<file path="src/inc/mev_pkg.sv">
// constants and types for the monitor event notification block
package mev_pkg;
    localparam int NTEMP_DEF = 4;
    localparam int NVOLT_DEF = 5;
    localparam int NFAN_DEF = 3;
    // smbus alert response address, 7-bit form
    localparam logic [6:0] ARA_ADDR = 7'h0c;
    // own slave address default, strap 000
    localparam logic [6:0] OWN_ADDR_DEF = 7'h28;
    // mask bit position in the start/config register
    localparam logic [7:0] CFG_IDX = 8'h21;
    localparam int MASK_BIT = 7;
    localparam int CLK_MHZ = 100;
    // least time the supervisor output stays low after the supply recovers
    localparam int RST_HOLD_NS = 1000;
    localparam int RST_HOLD_CYC = (RST_HOLD_NS * CLK_MHZ + 999) / 1000;
    localparam logic MASK_RST = 1'b0;
    localparam logic IRQ_RST = 1'b0;
    typedef enum logic [2:0] {
        MEV_CMP = 3'b001,
        MEV_TWO = 3'b010,
        MEV_ONE = 3'b100
    } mev_mode_t;
    typedef enum logic [2:0] {
        MEV_RS_RUN = 3'b001,
        MEV_RS_LOW = 3'b010,
        MEV_RS_HOLD = 3'b100
    } mev_rs_t;
endpackage

</file>
<file path="src/core/mev_core.sv">
// event notification core: alert line, overtemp, system irq, supply reset
`timescale 1ns/10ps
module mev_core
    import mev_pkg::*;
#(
    parameter int NT = NTEMP_DEF,
    parameter int NV = NVOLT_DEF,
    parameter int NF = NFAN_DEF,
    parameter logic [6:0] OWN_ADDR = OWN_ADDR_DEF,
    parameter int RST_CYC = RST_HOLD_CYC
) (
    input wire logic i_clk,
    input wire logic i_sys_rst,
    input wire logic i_conv_done,
    input wire logic [NT-1:0] i_temp_over,
    input wire logic [NT-1:0] i_temp_hyst,
    input wire logic [NT-1:0] i_temp_crit,
    input wire logic [NT-1:0] i_diode_open,
    input wire logic [NV-1:0] i_volt_high,
    input wire logic [NV-1:0] i_volt_low,
    input wire logic [NF-1:0] i_fan_over,
    input wire mev_mode_t i_smi_mode,
    input wire logic i_stat_rd,
    input wire logic i_irq_rd_all,
    input wire logic i_mask_clr,
    input wire logic i_ara_rd,
    input wire logic [6:0] i_ara_addr,
    input wire logic i_vcc_low,
    output logic o_alert_o,
    output logic o_alert_oe,
    output logic o_alert_mask,
    output logic [NT-1:0] o_temp_flag,
    output logic [NF-1:0] o_fan_flag,
    output logic [NT-1:0] o_open_flag,
    output logic o_ara_valid,
    output logic [6:0] o_ara_data,
    output logic o_overtemp_out_n,
    output logic o_sys_irq_out_n,
    output logic [NT+NV+NF-1:0] o_irq_pend,
    output logic o_rst_out_n
);
    localparam int CW = $clog2(RST_CYC + 1);
    localparam logic [CW-1:0] RLOAD = CW'(RST_CYC - 1);

    typedef struct packed {
        logic [NT-1:0] t_flag;
        logic [NF-1:0] f_flag;
        logic [NT-1:0] d_flag;
        logic mask;
        logic alert;
        logic ara_vld;
        logic [NT-1:0] hot;
        logic [NT-1:0] t_pend;
        logic [NV-1:0] v_oor;
        logic [NV-1:0] v_pend;
        logic [NF-1:0] f_oor;
        logic [NF-1:0] f_pend;
        logic [NT-1:0] crit;
        logic irq;
        mev_rs_t rs;
        logic [CW-1:0] rcnt;
    } mev_st_t;

    mev_st_t s_q;
    mev_st_t s_d;
    logic counted;
    logic ara_hit;
    logic [NT-1:0] t_ev;
    logic [NV-1:0] v_ev;
    logic [NF-1:0] f_ev;

    always_comb begin
        s_d = s_q;
        t_ev = '0;
        // open-diode flags never count toward the mask
        counted = (|s_q.t_flag) | (|s_q.f_flag);
        // only a device actually pulling the line answers the response read
        ara_hit = i_ara_rd & (i_ara_addr == ARA_ADDR) & s_q.alert;
        // new results win over a read in the same cycle
        s_d.t_flag = (i_stat_rd ? '0 : s_q.t_flag)
            | (i_conv_done ? i_temp_over : '0);
        s_d.f_flag = (i_stat_rd ? '0 : s_q.f_flag)
            | (i_conv_done ? i_fan_over : '0);
        s_d.d_flag = (i_stat_rd ? '0 : s_q.d_flag)
            | (i_conv_done ? i_diode_open : '0);
        if ((i_stat_rd & counted) | ara_hit) begin
            s_d.mask = 1'b1;
        end else if (i_mask_clr) begin
            s_d.mask = 1'b0;
        end
        // pin follows live flags, gated by the mask
        s_d.alert = ~s_d.mask & ((|s_d.t_flag) | (|s_d.f_flag));
        s_d.ara_vld = ara_hit;
        for (int i = 0; i < NT; i++) begin
            if (i_conv_done) begin
                case (i_smi_mode)
                    MEV_CMP: begin
                        s_d.hot[i] = i_temp_over[i] | (s_q.hot[i] & i_temp_hyst[i]);
                        t_ev[i] = s_d.hot[i] & ~s_q.t_pend[i];
                    end
                    MEV_TWO: begin
                        if (~s_q.hot[i] & i_temp_over[i]) begin
                            s_d.hot[i] = 1'b1;
                            t_ev[i] = 1'b1;
                        end else if (s_q.hot[i] & ~i_temp_hyst[i]) begin
                            s_d.hot[i] = 1'b0;
                            t_ev[i] = ~s_q.t_pend[i];
                        end
                    end
                    MEV_ONE: begin
                        if (~s_q.hot[i] & i_temp_over[i]) begin
                            s_d.hot[i] = 1'b1;
                            t_ev[i] = 1'b1;
                        end else if (s_q.hot[i] & ~i_temp_hyst[i]) begin
                            s_d.hot[i] = 1'b0;
                        end
                    end
                    default: begin
                        s_d.hot[i] = 1'b0;
                    end
                endcase
            end
        end
        // voltage: entering an out-of-range state, once cleared
        v_ev = {NV{i_conv_done}} & (i_volt_high | i_volt_low)
            & ~s_q.v_oor & ~s_q.v_pend;
        if (i_conv_done) begin
            s_d.v_oor = i_volt_high | i_volt_low;
            s_d.f_oor = i_fan_over;
        end
        // fan: both the entry and the return count
        f_ev = {NF{i_conv_done}} & (i_fan_over ^ s_q.f_oor) & ~s_q.f_pend;
        s_d.t_pend = (i_irq_rd_all ? '0 : s_q.t_pend) | t_ev;
        s_d.v_pend = (i_irq_rd_all ? '0 : s_q.v_pend) | v_ev;
        s_d.f_pend = (i_irq_rd_all ? '0 : s_q.f_pend) | f_ev;
        s_d.irq = (|s_d.t_pend) | (|s_d.v_pend) | (|s_d.f_pend);
        s_d.crit = i_temp_crit;
        case (s_q.rs)
            MEV_RS_RUN: begin
                if (i_vcc_low) begin
                    s_d.rs = MEV_RS_LOW;
                end
            end
            MEV_RS_LOW: begin
                if (~i_vcc_low) begin
                    s_d.rs = MEV_RS_HOLD;
                    s_d.rcnt = RLOAD;
                end
            end
            MEV_RS_HOLD: begin
                // stretch keeps a short dip from giving a runt pulse
                if (i_vcc_low) begin
                    s_d.rs = MEV_RS_LOW;
                end else if (s_q.rcnt == '0) begin
                    s_d.rs = MEV_RS_RUN;
                end else begin
                    s_d.rcnt = s_q.rcnt - CW'(1);
                end
            end
            default: begin
                s_d.rs = MEV_RS_LOW;
            end
        endcase
    end

    always_ff @(posedge i_clk) begin
        if (i_sys_rst) begin
            s_q <= '0;
            s_q.mask <= MASK_RST;
            s_q.irq <= IRQ_RST;
            s_q.rs <= MEV_RS_HOLD;
            s_q.rcnt <= RLOAD;
        end else begin
            s_q <= s_d;
        end
    end

    assign o_alert_o = 1'b0;
    assign o_alert_oe = s_q.alert;
    assign o_alert_mask = s_q.mask;
    assign o_temp_flag = s_q.t_flag;
    assign o_fan_flag = s_q.f_flag;
    assign o_open_flag = s_q.d_flag;
    assign o_ara_valid = s_q.ara_vld;
    assign o_ara_data = s_q.ara_vld ? OWN_ADDR : 7'h00;
    assign o_overtemp_out_n = ~(|s_q.crit);
    assign o_sys_irq_out_n = ~s_q.irq;
    assign o_irq_pend = {s_q.f_pend, s_q.v_pend, s_q.t_pend};
    assign o_rst_out_n = (s_q.rs == MEV_RS_RUN);
endmodule

</file>
<file path="config.mk">
export PLATFORM = sky130hd
export DESIGN_NAME = mev_core
export DESIGN_NICKNAME = d
export VERILOG_FILES = /design/src/inc/mev_pkg.sv /design/src/core/mev_core.sv
export SDC_FILE = /design/constraint.sdc
export NUM_CORES = 1
export LEC_CHECK = 0
export CAP_MARGIN = 5
export CORE_ASPECT_RATIO = 0.75
export CORE_MARGIN = 3
export CORE_UTILIZATION = 35
export CTS_BUF_LIST = sky130_fd_sc_hd__clkbuf_8
export CTS_CLUSTER_DIAMETER = 30
export DETAILED_ROUTE_END_ITERATION = 10
export DONT_BUFFER_PORTS = 1
export GPL_TIMING_DRIVEN = 0
export PLACE_DENSITY_LB_ADDON = 0.05
export SYNTH_ARGS = -nofsm -noshare
export SYNTH_HDL_FRONTEND = slang
export SYNTH_SLANG_ARGS = --single-unit
</file>
<file path="constraint.sdc">
create_clock -name i_clk -period 1.95 [get_ports i_clk]
set_clock_uncertainty 0.2 [all_clocks]
set_input_delay 0.39 -clock i_clk [delete_from_list [all_inputs] [get_ports i_clk]]
set_output_delay 0.39 -clock i_clk [all_outputs]
set_load 0.01 [all_outputs]
</file>
==> results of run 1 <==
cell usage in the layout (no fill, tap or decap), types with 3 or more instances in the layout:
cell type / count
nor2_1: 41
buf_4: 32
a22oi_1: 6
xor2_1: 5
o21ai_0: 6
mux2i_1: 3
a31oi_1: 5
clkbuf_1: 7
nor4b_1: 6
inv_1: 12
nor2b_1: 11
nand2_1: 20
clkbuf_8: 6
nor3_1: 6
nand2b_1: 17
conb_1: 6
a211oi_1: 9
a21oi_1: 26
nor4_1: 3
dfxtp_1: 53
worst reg2reg max path: cells and delay by family (launching register included):
kind                       cells  cell delay, ns
and+or+nand+nor                3            0.75
DFF                            1            0.36
adders and majority gates      1            0.25
xor gates and xnor gates       1            0.15
buffers and inverters          1            0.08
power groups by stage:
stage | registers [mW] | clock network, mW | logic, mW
final | 1.19 | 0.789 | 0.342
after global routing | 1.20 | 0.849 | 0.385
after CTS | 1.18 | 0.812 | 0.346
after detailed placement | 1.21 | 0 | 0.343
after global placement | 1.21 | 0 | 0.343
after floorplan | 1.20 | 0 | 0.281
layout make-up:
type | instances | area (um2) | area share [%]
inverter | 12 | 45.0 | 1.49
buffer | 44 | 303 | 9.99
sequential | 53 | 1060 | 35.0
clock inverter | 2 | 33.8 | 1.11
timing repair buffer | 1 | 10.0 | 0.330
tap | 101 | 126 | 4.17
clock buffer | 6 | 82.6 | 2.73
multi-input combinational | 218 | 1370 | 45.2
stage by stage:
step	worst slack, ns	power (mW)	area (um2)	TNS, ns	util (%)
after floorplan	0.174	1.48	2760	0	-
after global placement	-0.0315	1.55	2890	-0.0315	38.7
after detailed placement	0.00422	1.55	2890	0	38.7
after CTS	0.0583	2.34	3020	0	40.4
after global routing	-0.0137	2.43	3030	-0.0245	40.6
final	0.0562	2.32	3030	0	40.6
cell families (layout without fill, tap and decap cells):
family	after synthesis	in the layout
mux	3	3
compound gates	74	74
fa+ha+maj	3	3
flops	53	53
xor+xnor	8	8
simple gates	124	124
other cells	1	6
buf+inv	56	65
cell usage after synthesis (2+ instances only):
cell type   n
nand4bb_1   2
buf_4      32
nand3_1     2
ha_1        2
nor4_1      3
xnor2_1     2
a22oi_1     6
o21ai_0     6
buf_2       2
nor4b_1     6
nor3b_1     2
nand2_1    20
inv_1      11
nand2b_1   17
a22o_1      2
nor3_1      6
o41ai_1     2
o211ai_2    2
nor2_1     41
or4_1       2
mux2i_1     3
o211ai_1    2
a211oi_1    9
a2111oi_0   2
nand4b_1    2
xor2_1      5
dfxtp_1    53
nor2b_1    11
o31ai_1     2
buf_6       2
a31oi_1     5
clkbuf_1    7
a21oi_1    26
flip-flops by register name (all words and copies together), names as in the netlist:
name          cells
s_q              27
o_irq_pend       12
o_open_flag       4
o_temp_flag       4
o_fan_flag        3
o_alert_mask      1
o_alert_oe        1
o_ara_valid       1
layer usage:
| layer | vias to the layer above | GRT usage, % |
|---|---|---|
| li1 | 1121 | - |
| met1 | 1021 | 24.0 |
| met2 | 72 | 22.7 |
| met3 | 7 | 3.34 |
| met4 | 0 | 3.40 |
| met5 | - | 0 |
worst max path at each step:
stage          endpoint  slack (ns)
2_1_floorplan    s_q[0]        0.17
3_3_place_gp    s_q[10]       -0.03
3_5_place_dp    s_q[10]       0.004
4_1_cts          s_q[0]        0.06
5_1_grt          s_q[0]       -0.01
6_report         s_q[0]        0.06
what timing repair did:
| action | in CTS | in global routing |
|---|---|---|
| endpoints found under the hold margin | 1 | 0 |
| resized for setup | 0 | 2 |
| hold buffers | 1 | 0 |
| setup endpoints to repair | 0 | 4 |
==> impl_metrics.py, run 1 <==
metrics = {
    "finish": {
        "synthToLayoutAreaGrowth_pct": 10.4,
        "drive_above_1_share_pct": 16.4,
        "nets": 384,
        "fill_cells": 767,
        "final_cell_count_no_fill": 437,
        "insertedDiodeCount": 0,
    },
    "cts": {
        "clkTransAtPathRegs_ns": 0.10,
        "cts-root-buf": "clkbuf_8",
        "cts_sinks": 53,
        "cts_made_buffers": 5,
        "clk_latency_ns": 0.31,
        "htreeDepth": 2,
        "cts_tree": "yes",
        "post_cts_buffers": 0,
        "clk_path_buf_depth": 2,
    },
    "yosys": {
        "yosysSeqAreaShare_pct": 38.7,
        "syn_avg_cell_area_um2": 8.53,
        "synth-seq-cells": 53,
        "synth_compound_area_share_pct": 19.0,
        "syn_area_um2": 2750,
        "ys_types": 58,
        "ys_async_sr_fraction_pct": 0,
        "synth-edff-count": 0,
        "yosys-top-cells-area": "dfxtp_1 (39%), buf_4 (8.8%), nor2_1 (5.6%), a21oi_1 (4.7%), nand2b_1 (3.9%)",
        "synthAdderAreaFrac_pct": 1.28,
        "synthCells": 322,
        "synth_top_area_cell": "dfxtp_1",
        "synthSimpleGateAreaFrac_pct": 24.4,
        "synth_top_family_by_area": "simple AND/OR/NAND/NOR gates",
        "synth.area.mux_share_pct": 1.09,
        "ys_warn_count": 0,
        "synthFlopType": "dfxtp_1",
        "synthXorXnorAreaFrac_pct": 2.83,
        "synth.top_cell.area_share_pct": 38.7,
    },
    "status": {
        "status": "completed",
    },
    "global_route": {
        "antenna_found_initial": 0,
        "grt_pass1_wl_um": 10800,
        "grt_max_degree": 16,
        "grt_pass1_vias": 2066,
        "grt_usage_pct": 15.8,
        "grt_overflow": 0,
    },
    "floorplan": {
        "io_pins": 84,
        "core_area_um2": 7470,
        "die_area_um2": 8950,
        "die_h_um": 82.7,
        "rows": 27,
        "initial_core_util_pct": 36.8,
        "die_w_um": 108,
    },
    "sta": {
        "final_max_slew_viol_count": 0,
        "finalSetupViolCount": 0,
        "tightest_slew_ns": 0.668,
        "period_minus_slack_ns": 1.89,
        "hold_slack_ns": 0.00706,
        "period_share_pct": 97.1,
        "grt_setup_unrepaired": "yes",
        "max_freq_ghz": 0.528,
        "slew_headroom_pct": 55.5,
        "hold_viol": 0,
    },
    "placement": {
        "io_buffers": 0,
        "dp_hpwl_um": 5190,
        "gp_congestion": 0.804,
        "dp.cells": 428,
    },
    "worst_setup_path": {
        "crit_path_max_incr_delay_ns": 0.49,
        "path_depth": 6,
        "r2r_start": "s_q[0]",
        "critPathSlowestCell": "or4_4",
        "crit_buf_inv": 1,
        "arrival_ns": 1.89,
        "r2r_setup_slack_ns": 0.06,
        "cp-end-kind": "flop",
        "crit_path_start_kind": "flop",
        "cp-startpoint": "s_q[0]",
        "cpLargestDelayFamily": "simple AND/OR/NAND/NOR gates",
        "worst_r2r_endpoint": "s_q[0]",
        "worstPathMaxFanout": 3,
        "path_cells": "inv_1 > ha_1 > and3_1 > or4_4 > xnor2_1 > nand2_1",
        "worst-r2r-cell-count": 6,
        "required_ns": 1.95,
        "crit_type": "reg2reg",
    },
    "route": {
        "route.met2.wl_um": 2840,
        "drtIter0Drc": 88,
        "routed_wl_um": 6960,
        "wl_met1_um": 3610,
        "highest_layer": "met4",
        "drcViolationCount": 0,
        "met3_length_um": 456,
        "final_antenna_net_count": 0,
        "drt_pre_antenna_iters": 6,
        "avgRoutedWirePerCell_um": 15.9,
        "vias": 2221,
        "via_per_inst": 5.08,
    },
    "power_and_ir_drop": {
        "clock_power_share_pct": 34.0,
        "comb_power_share_pct": 14.8,
        "vdd_drop_max_mv": 0.297,
        "internal_power_mw": 1.71,
        "p_sw_share_pct": 26.2,
        "power.leakage_nw": 1.21,
        "power_density_nw_per_um2": 764,
        "switchingPower_uw": 606,
        "p_seq_share_pct": 51.2,
    },
    "min_path": {
        "worstHoldStart": "i_vcc_low",
        "min_path_type": "in2reg",
        "worstHoldEndpoint": "s_q[8]",
        "worstHoldPathCells": 2,
    },
    "run": {
        "maxCapViolations": 0,
    },
}
Note: power is estimated with default switching activity, not from simulation.
==> inputs of run 2 (changes only) <==
HOLD_SLACK_MARGIN = 0.06   (was default)
==> run 2 against run 1 <==
Register-to-register slack hardly changed. Sequential share of layout area is 1.3 points lower. Core utilization is 1.6 points higher. First-iteration DRC count is 10% higher. Sequential power hardly changed. Hold slack better by 0.053 ns.
==> impl_metrics.py, run 2 (synthesized netlist as in run 1, its figures left out) <==
metrics = {
    "status": {
        "status": "completed",
    },
    "cts": {
        "cts_sinks": 53,
        "cts-root-buf": "clkbuf_8",
        "htreeDepth": 2,
        "post_cts_buffers": 0,
        "cts_made_buffers": 5,
        "cts_tree": "yes",
        "clk_path_buf_depth": 2,
        "clkTransAtPathRegs_ns": 0.10,
        "clk_latency_ns": 0.30,
    },
    "sta": {
        "slew_headroom_pct": 55.8,
        "hold_viol": 0,
        "period_share_pct": 97.1,
        "grt_setup_unrepaired": "yes",
        "max_freq_ghz": 0.528,
        "final_max_slew_viol_count": 0,
        "tightest_slew_ns": 0.663,
        "period_minus_slack_ns": 1.89,
        "fin_ws_ns": 0.0564,
        "finalSetupViolCount": 0,
    },
    "route": {
        "vias": 2286,
        "final_antenna_net_count": 0,
        "avgRoutedWirePerCell_um": 15.9,
        "routed_wl_um": 7120,
        "via_per_inst": 5.09,
        "drtIter0Drc": 97,
        "drcViolationCount": 0,
        "drt_pre_antenna_iters": 4,
    },
    "worst_setup_path": {
        "worstPathMaxFanout": 3,
        "r2r_start": "s_q[0]",
        "worst_r2r_endpoint": "s_q[0]",
        "crit_type": "reg2reg",
        "cp-end-kind": "flop",
        "r2r_setup_slack_ns": 0.06,
        "worst-r2r-cell-count": 6,
        "required_ns": 1.94,
        "arrival_ns": 1.89,
        "endpoint": "s_q[0]",
        "crit_path_start_kind": "flop",
        "cp-startpoint": "s_q[0]",
    },
    "global_route": {
        "grt_max_degree": 16,
        "grt_overflow": 0,
        "grt_usage_pct": 16.1,
        "grt_pass1_vias": 2110,
        "grt_pass1_wl_um": 11100,
        "antenna_found_initial": 0,
    },
    "placement": {
        "place_area_um2": 2890,
        "dp_slack_ns": 0.00422,
        "io_buffers": 0,
        "gp_congestion": 0.804,
        "dp_hpwl_um": 5190,
    },
    "power_and_ir_drop": {
        "power_density_nw_per_um2": 740,
        "power.leakage_nw": 1.26,
        "vdd_drop_max_mv": 0.296,
    },
    "run": {
        "maxCapViolations": 0,
    },
    "finish": {
        "nets": 396,
        "synthToLayoutAreaGrowth_pct": 14.8,
        "largest_reg_flops": 27,
        "multi_input_comb_area_um2": 1370,
        "insertedDiodeCount": 0,
        "final_cell_mix": "dfxtp_1 (53), nor2_1 (41), buf_4 (32)",
        "drive_above_1_share_pct": 15.8,
        "fill_cells": 754,
        "seqCellArea_um2": 1060,
        "top_register": "s_q",
        "final_common_cell": "dfxtp_1",
        "design_area_um2": 3150,
    },
    "floorplan": {
        "initial_core_util_pct": 36.8,
        "rows": 27,
        "die_h_um": 82.7,
        "core_area_um2": 7470,
        "io_pins": 84,
        "die_w_um": 108,
        "die_area_um2": 8950,
    },
    "min_path": {
        "worstHoldStart": "i_fan_over[2]",
        "min_path_type": "in2reg",
    },
}
[run 2: cell types whose count changed in the layout (fill, tap and decap cells not counted), sizes merged]
cell and delta:
dlygate4sd3 +12
[run 2: worst max-delay path, stage by stage, from the launching register on]
cell and delay [ns]:
dfxtp_1 0.36, inv_1 0.08, ha_1 0.25, and3_1 0.20, or4_4 0.49, xnor2_1 0.15, nand2_1 0.06
[run 2: worst min path at each step]
stage                         end  slack, ns  cells after the start
floorplan           o_fan_flag[0]       0.25                      2
global placement    o_fan_flag[0]       0.27                      2
detailed placement  o_fan_flag[0]       0.27                      2
CTS                       s_q[19]       0.06                      2
global route        o_fan_flag[1]       0.07                      2
finish                    s_q[20]       0.06                      2
[run 2: timing repair]
action	CTS	global route
hold buffers	13	0
setup endpoints to repair	0	4
hold endpoints to repair	15	0
gates resized for setup	0	2
[run 2: layout make-up]
cell class / count / share of cell area [%]
timing repair buffer: 13 / 4.13
clock inverter: 2 / 1.07
buffer: 44 / 9.61
clock buffer: 6 / 2.62
inverter: 12 / 1.43
multi-input combinational: 218 / 43.4
tap: 101 / 4.01
sequential: 53 / 33.7
[run 2: per-stage QoR]
step	instances	power [mW]	TNS [ns]	util [%]	hold slack, ns
global placement	428	1.55	-0.0315	38.7	0.268
floorplan	327	1.48	0	-	0.250
global route	449	2.45	-0.0259	42.2	0.0702
finish	449	2.33	0	42.2	0.0596
CTS	449	2.36	0	42.0	0.0628
detailed placement	428	1.55	0	38.7	0.271
[run 2: routing by layer]
metal | track usage [%] | vias up | part of all wire (%)
met2 | 23.5 | 80 | 41
met4 | 3.40 | 0 | 0.72
met5 | 0 | - | 0
met1 | 24.2 | 1053 | 52
li1 | - | 1146 | -
met3 | 3.26 | 7 | 6.1
[run 2: report_power, final]
part           switching (mW)  internal (mW)
clock network           0.368          0.414
registers              0.0446           1.14
logic                   0.193          0.171
total                   0.606           1.73
==> inputs of run 3 (changes only) <==
CELL_PAD_IN_SITES_DETAIL_PLACEMENT = 0   (was default)
CELL_PAD_IN_SITES_GLOBAL_PLACEMENT = 1   (was default)
SKIP_CTS_REPAIR_TIMING = 1   (was default)
==> run 3 against run 2 <==
Via count is 0.66% lower. Largest cell class unchanged. Sequential share of layout area is 0.32 points higher. Highest routed layer unchanged. Core utilization is 0.35 points lower. Flip-flop and latch count did not move.
==> impl_metrics.py, run 3 (synthesized netlist as in run 1, its figures left out) <==
metrics = {
    "status": {
        "status": "completed",
    },
    "floorplan": {
        "rows": 27,
        "core_area_um2": 7470,
        "die_area_um2": 8950,
        "die_h_um": 82.7,
        "io_pins": 84,
        "die_w_um": 108,
        "initial_core_util_pct": 36.8,
    },
    "finish": {
        "insertedDiodeCount": 0,
        "seqCellArea_um2": 1060,
        "final_cell_mix": "dfxtp_1 (52), nor2_1 (41), buf_4 (32)",
        "final_common_cell": "dfxtp_1",
        "synthToLayoutAreaGrowth_pct": 13.8,
        "top_register": "s_q",
        "nets": 395,
        "largest_reg_flops": 27,
        "multi_input_comb_area_um2": 1370,
        "fill_cells": 774,
        "final_cell_count_no_fill": 448,
        "drive_above_1_share_pct": 16.7,
    },
    "power_and_ir_drop": {
        "power_density_nw_per_um2": 709,
        "total_power_mw": 2.22,
        "vdd_drop_max_mv": 0.290,
        "power.leakage_nw": 1.24,
    },
    "sta": {
        "period_share_pct": 94.3,
        "hold_viol": 0,
        "final_max_slew_viol_count": 0,
        "finalSetupViolCount": 0,
        "period_minus_slack_ns": 1.84,
        "tightest_slew_ns": 0.662,
        "max_freq_ghz": 0.544,
        "slew_headroom_pct": 55.9,
    },
    "placement": {
        "dp_hpwl_um": 5240,
        "dp.cells": 428,
        "io_buffers": 0,
        "gp_congestion": 0.732,
    },
    "route": {
        "drcViolationCount": 0,
        "wl_met1_um": 3730,
        "route.met2.wl_um": 2960,
        "final_antenna_net_count": 0,
        "met3_length_um": 411,
        "drtIter0Drc": 101,
        "avgRoutedWirePerCell_um": 16.0,
        "routed_wl_um": 7190,
        "via_per_inst": 5.07,
        "vias": 2271,
        "highest_layer": "met4",
        "drt_pre_antenna_iters": 4,
    },
    "cts": {
        "clk_latency_ns": 0.31,
        "cts_made_buffers": 5,
        "clkTransAtPathRegs_ns": 0.10,
        "clk_path_buf_depth": 2,
        "htreeDepth": 2,
        "cts-root-buf": "clkbuf_8",
        "cts_sinks": 53,
        "cts_tree": "yes",
    },
    "worst_setup_path": {
        "arrival_ns": 1.89,
        "crit_path_start_kind": "flop",
        "worstPathMaxFanout": 6,
        "required_ns": 2.00,
        "cp-end-kind": "flop",
        "crit_type": "reg2reg",
    },
    "global_route": {
        "grt_max_degree": 17,
        "grt_overflow": 0,
        "grt_usage_pct": 16.4,
        "grt_pass1_wl_um": 11300,
        "grt_pass1_vias": 2115,
        "antenna_found_initial": 0,
    },
    "run": {
        "maxCapViolations": 0,
    },
    "min_path": {
        "min_path_type": "in2reg",
    },
}
[run 3: cell count changes in the layout (fill, tap and decap cells not counted)]
cell | before | now
ha_2 | 0 | 1
dfxtp_1 | 53 | 52
clkinv_2 | 0 | 1
dlygate4sd3_1 | 13 | 12
bufinv_16 | 1 | 0
clkinv_4 | 0 | 1
dfxtp_2 | 0 | 1
inv_1 | 12 | 11
ha_1 | 2 | 1
[run 3: where the power goes]
part	total [mW]	internal (mW)	switching, mW	leakage [nW]
clock	0.668	0.289	0.379	0.0512
sequential	1.19	1.14	0.0443	0.436
combinational	0.363	0.169	0.193	0.749
[run 3: area by class of cell]
| type | count | share of cell area (%) |
|---|---|---|
| Tap cell | 101 | 4.04 |
| Buffer | 44 | 9.69 |
| Sequential cell | 53 | 34.0 |
| Clock buffer | 6 | 2.64 |
| Inverter | 12 | 1.44 |
| Clock inverter | 2 | 0.441 |
| Multi-Input combinational cell | 218 | 43.9 |
| Timing Repair Buffer | 12 | 3.84 |
[run 3: final timing paths]
kind | startpoint | endpoint | slack [ns] | cells past startpoint
worst max-delay path | s_q[8] | s_q[4] | 0.11 | 4
worst min register to register | o_fan_flag[0] | o_fan_flag[0] | 0.29 | 2
worst max register to register | s_q[8] | s_q[4] | 0.11 | 4
worst min-delay path | i_stat_rd | o_alert_mask | 0.06 | 2
[run 3: through the flow]
| stage | setup TNS, ns | hold WS (ns) | setup WS, ns | area, um2 | utilization [%] |
|---|---|---|---|---|---|
| floorplan | 0 | 0.250 | 0.174 | 2760 | - |
| finish | 0 | 0.0574 | 0.112 | 3120 | 41.8 |
| CTS | 0 | -0.0612 | 0.0576 | 2990 | 40.0 |
| global route | -0.0000944 | 0.0629 | -0.0000944 | 3120 | 41.8 |
| global placement | -0.0303 | 0.270 | -0.0303 | 2890 | 38.7 |
| detailed placement | -0.00448 | 0.272 | -0.00448 | 2890 | 38.7 |
[run 3: worst max-delay path, cell delays in order (launching register included)]
cell and delay (ns):
dfxtp_1 0.38, nor2b_1 0.44, o211ai_2 0.19, or4_1 0.42, a21oi_1 0.16
[run 3: routing by layer]
metal	GRT usage, %	vias up
met2	22.8	66
li1	-	1145
met4	5.17	0
met3	3.73	10
met1	24.8	1050
met5	0	-
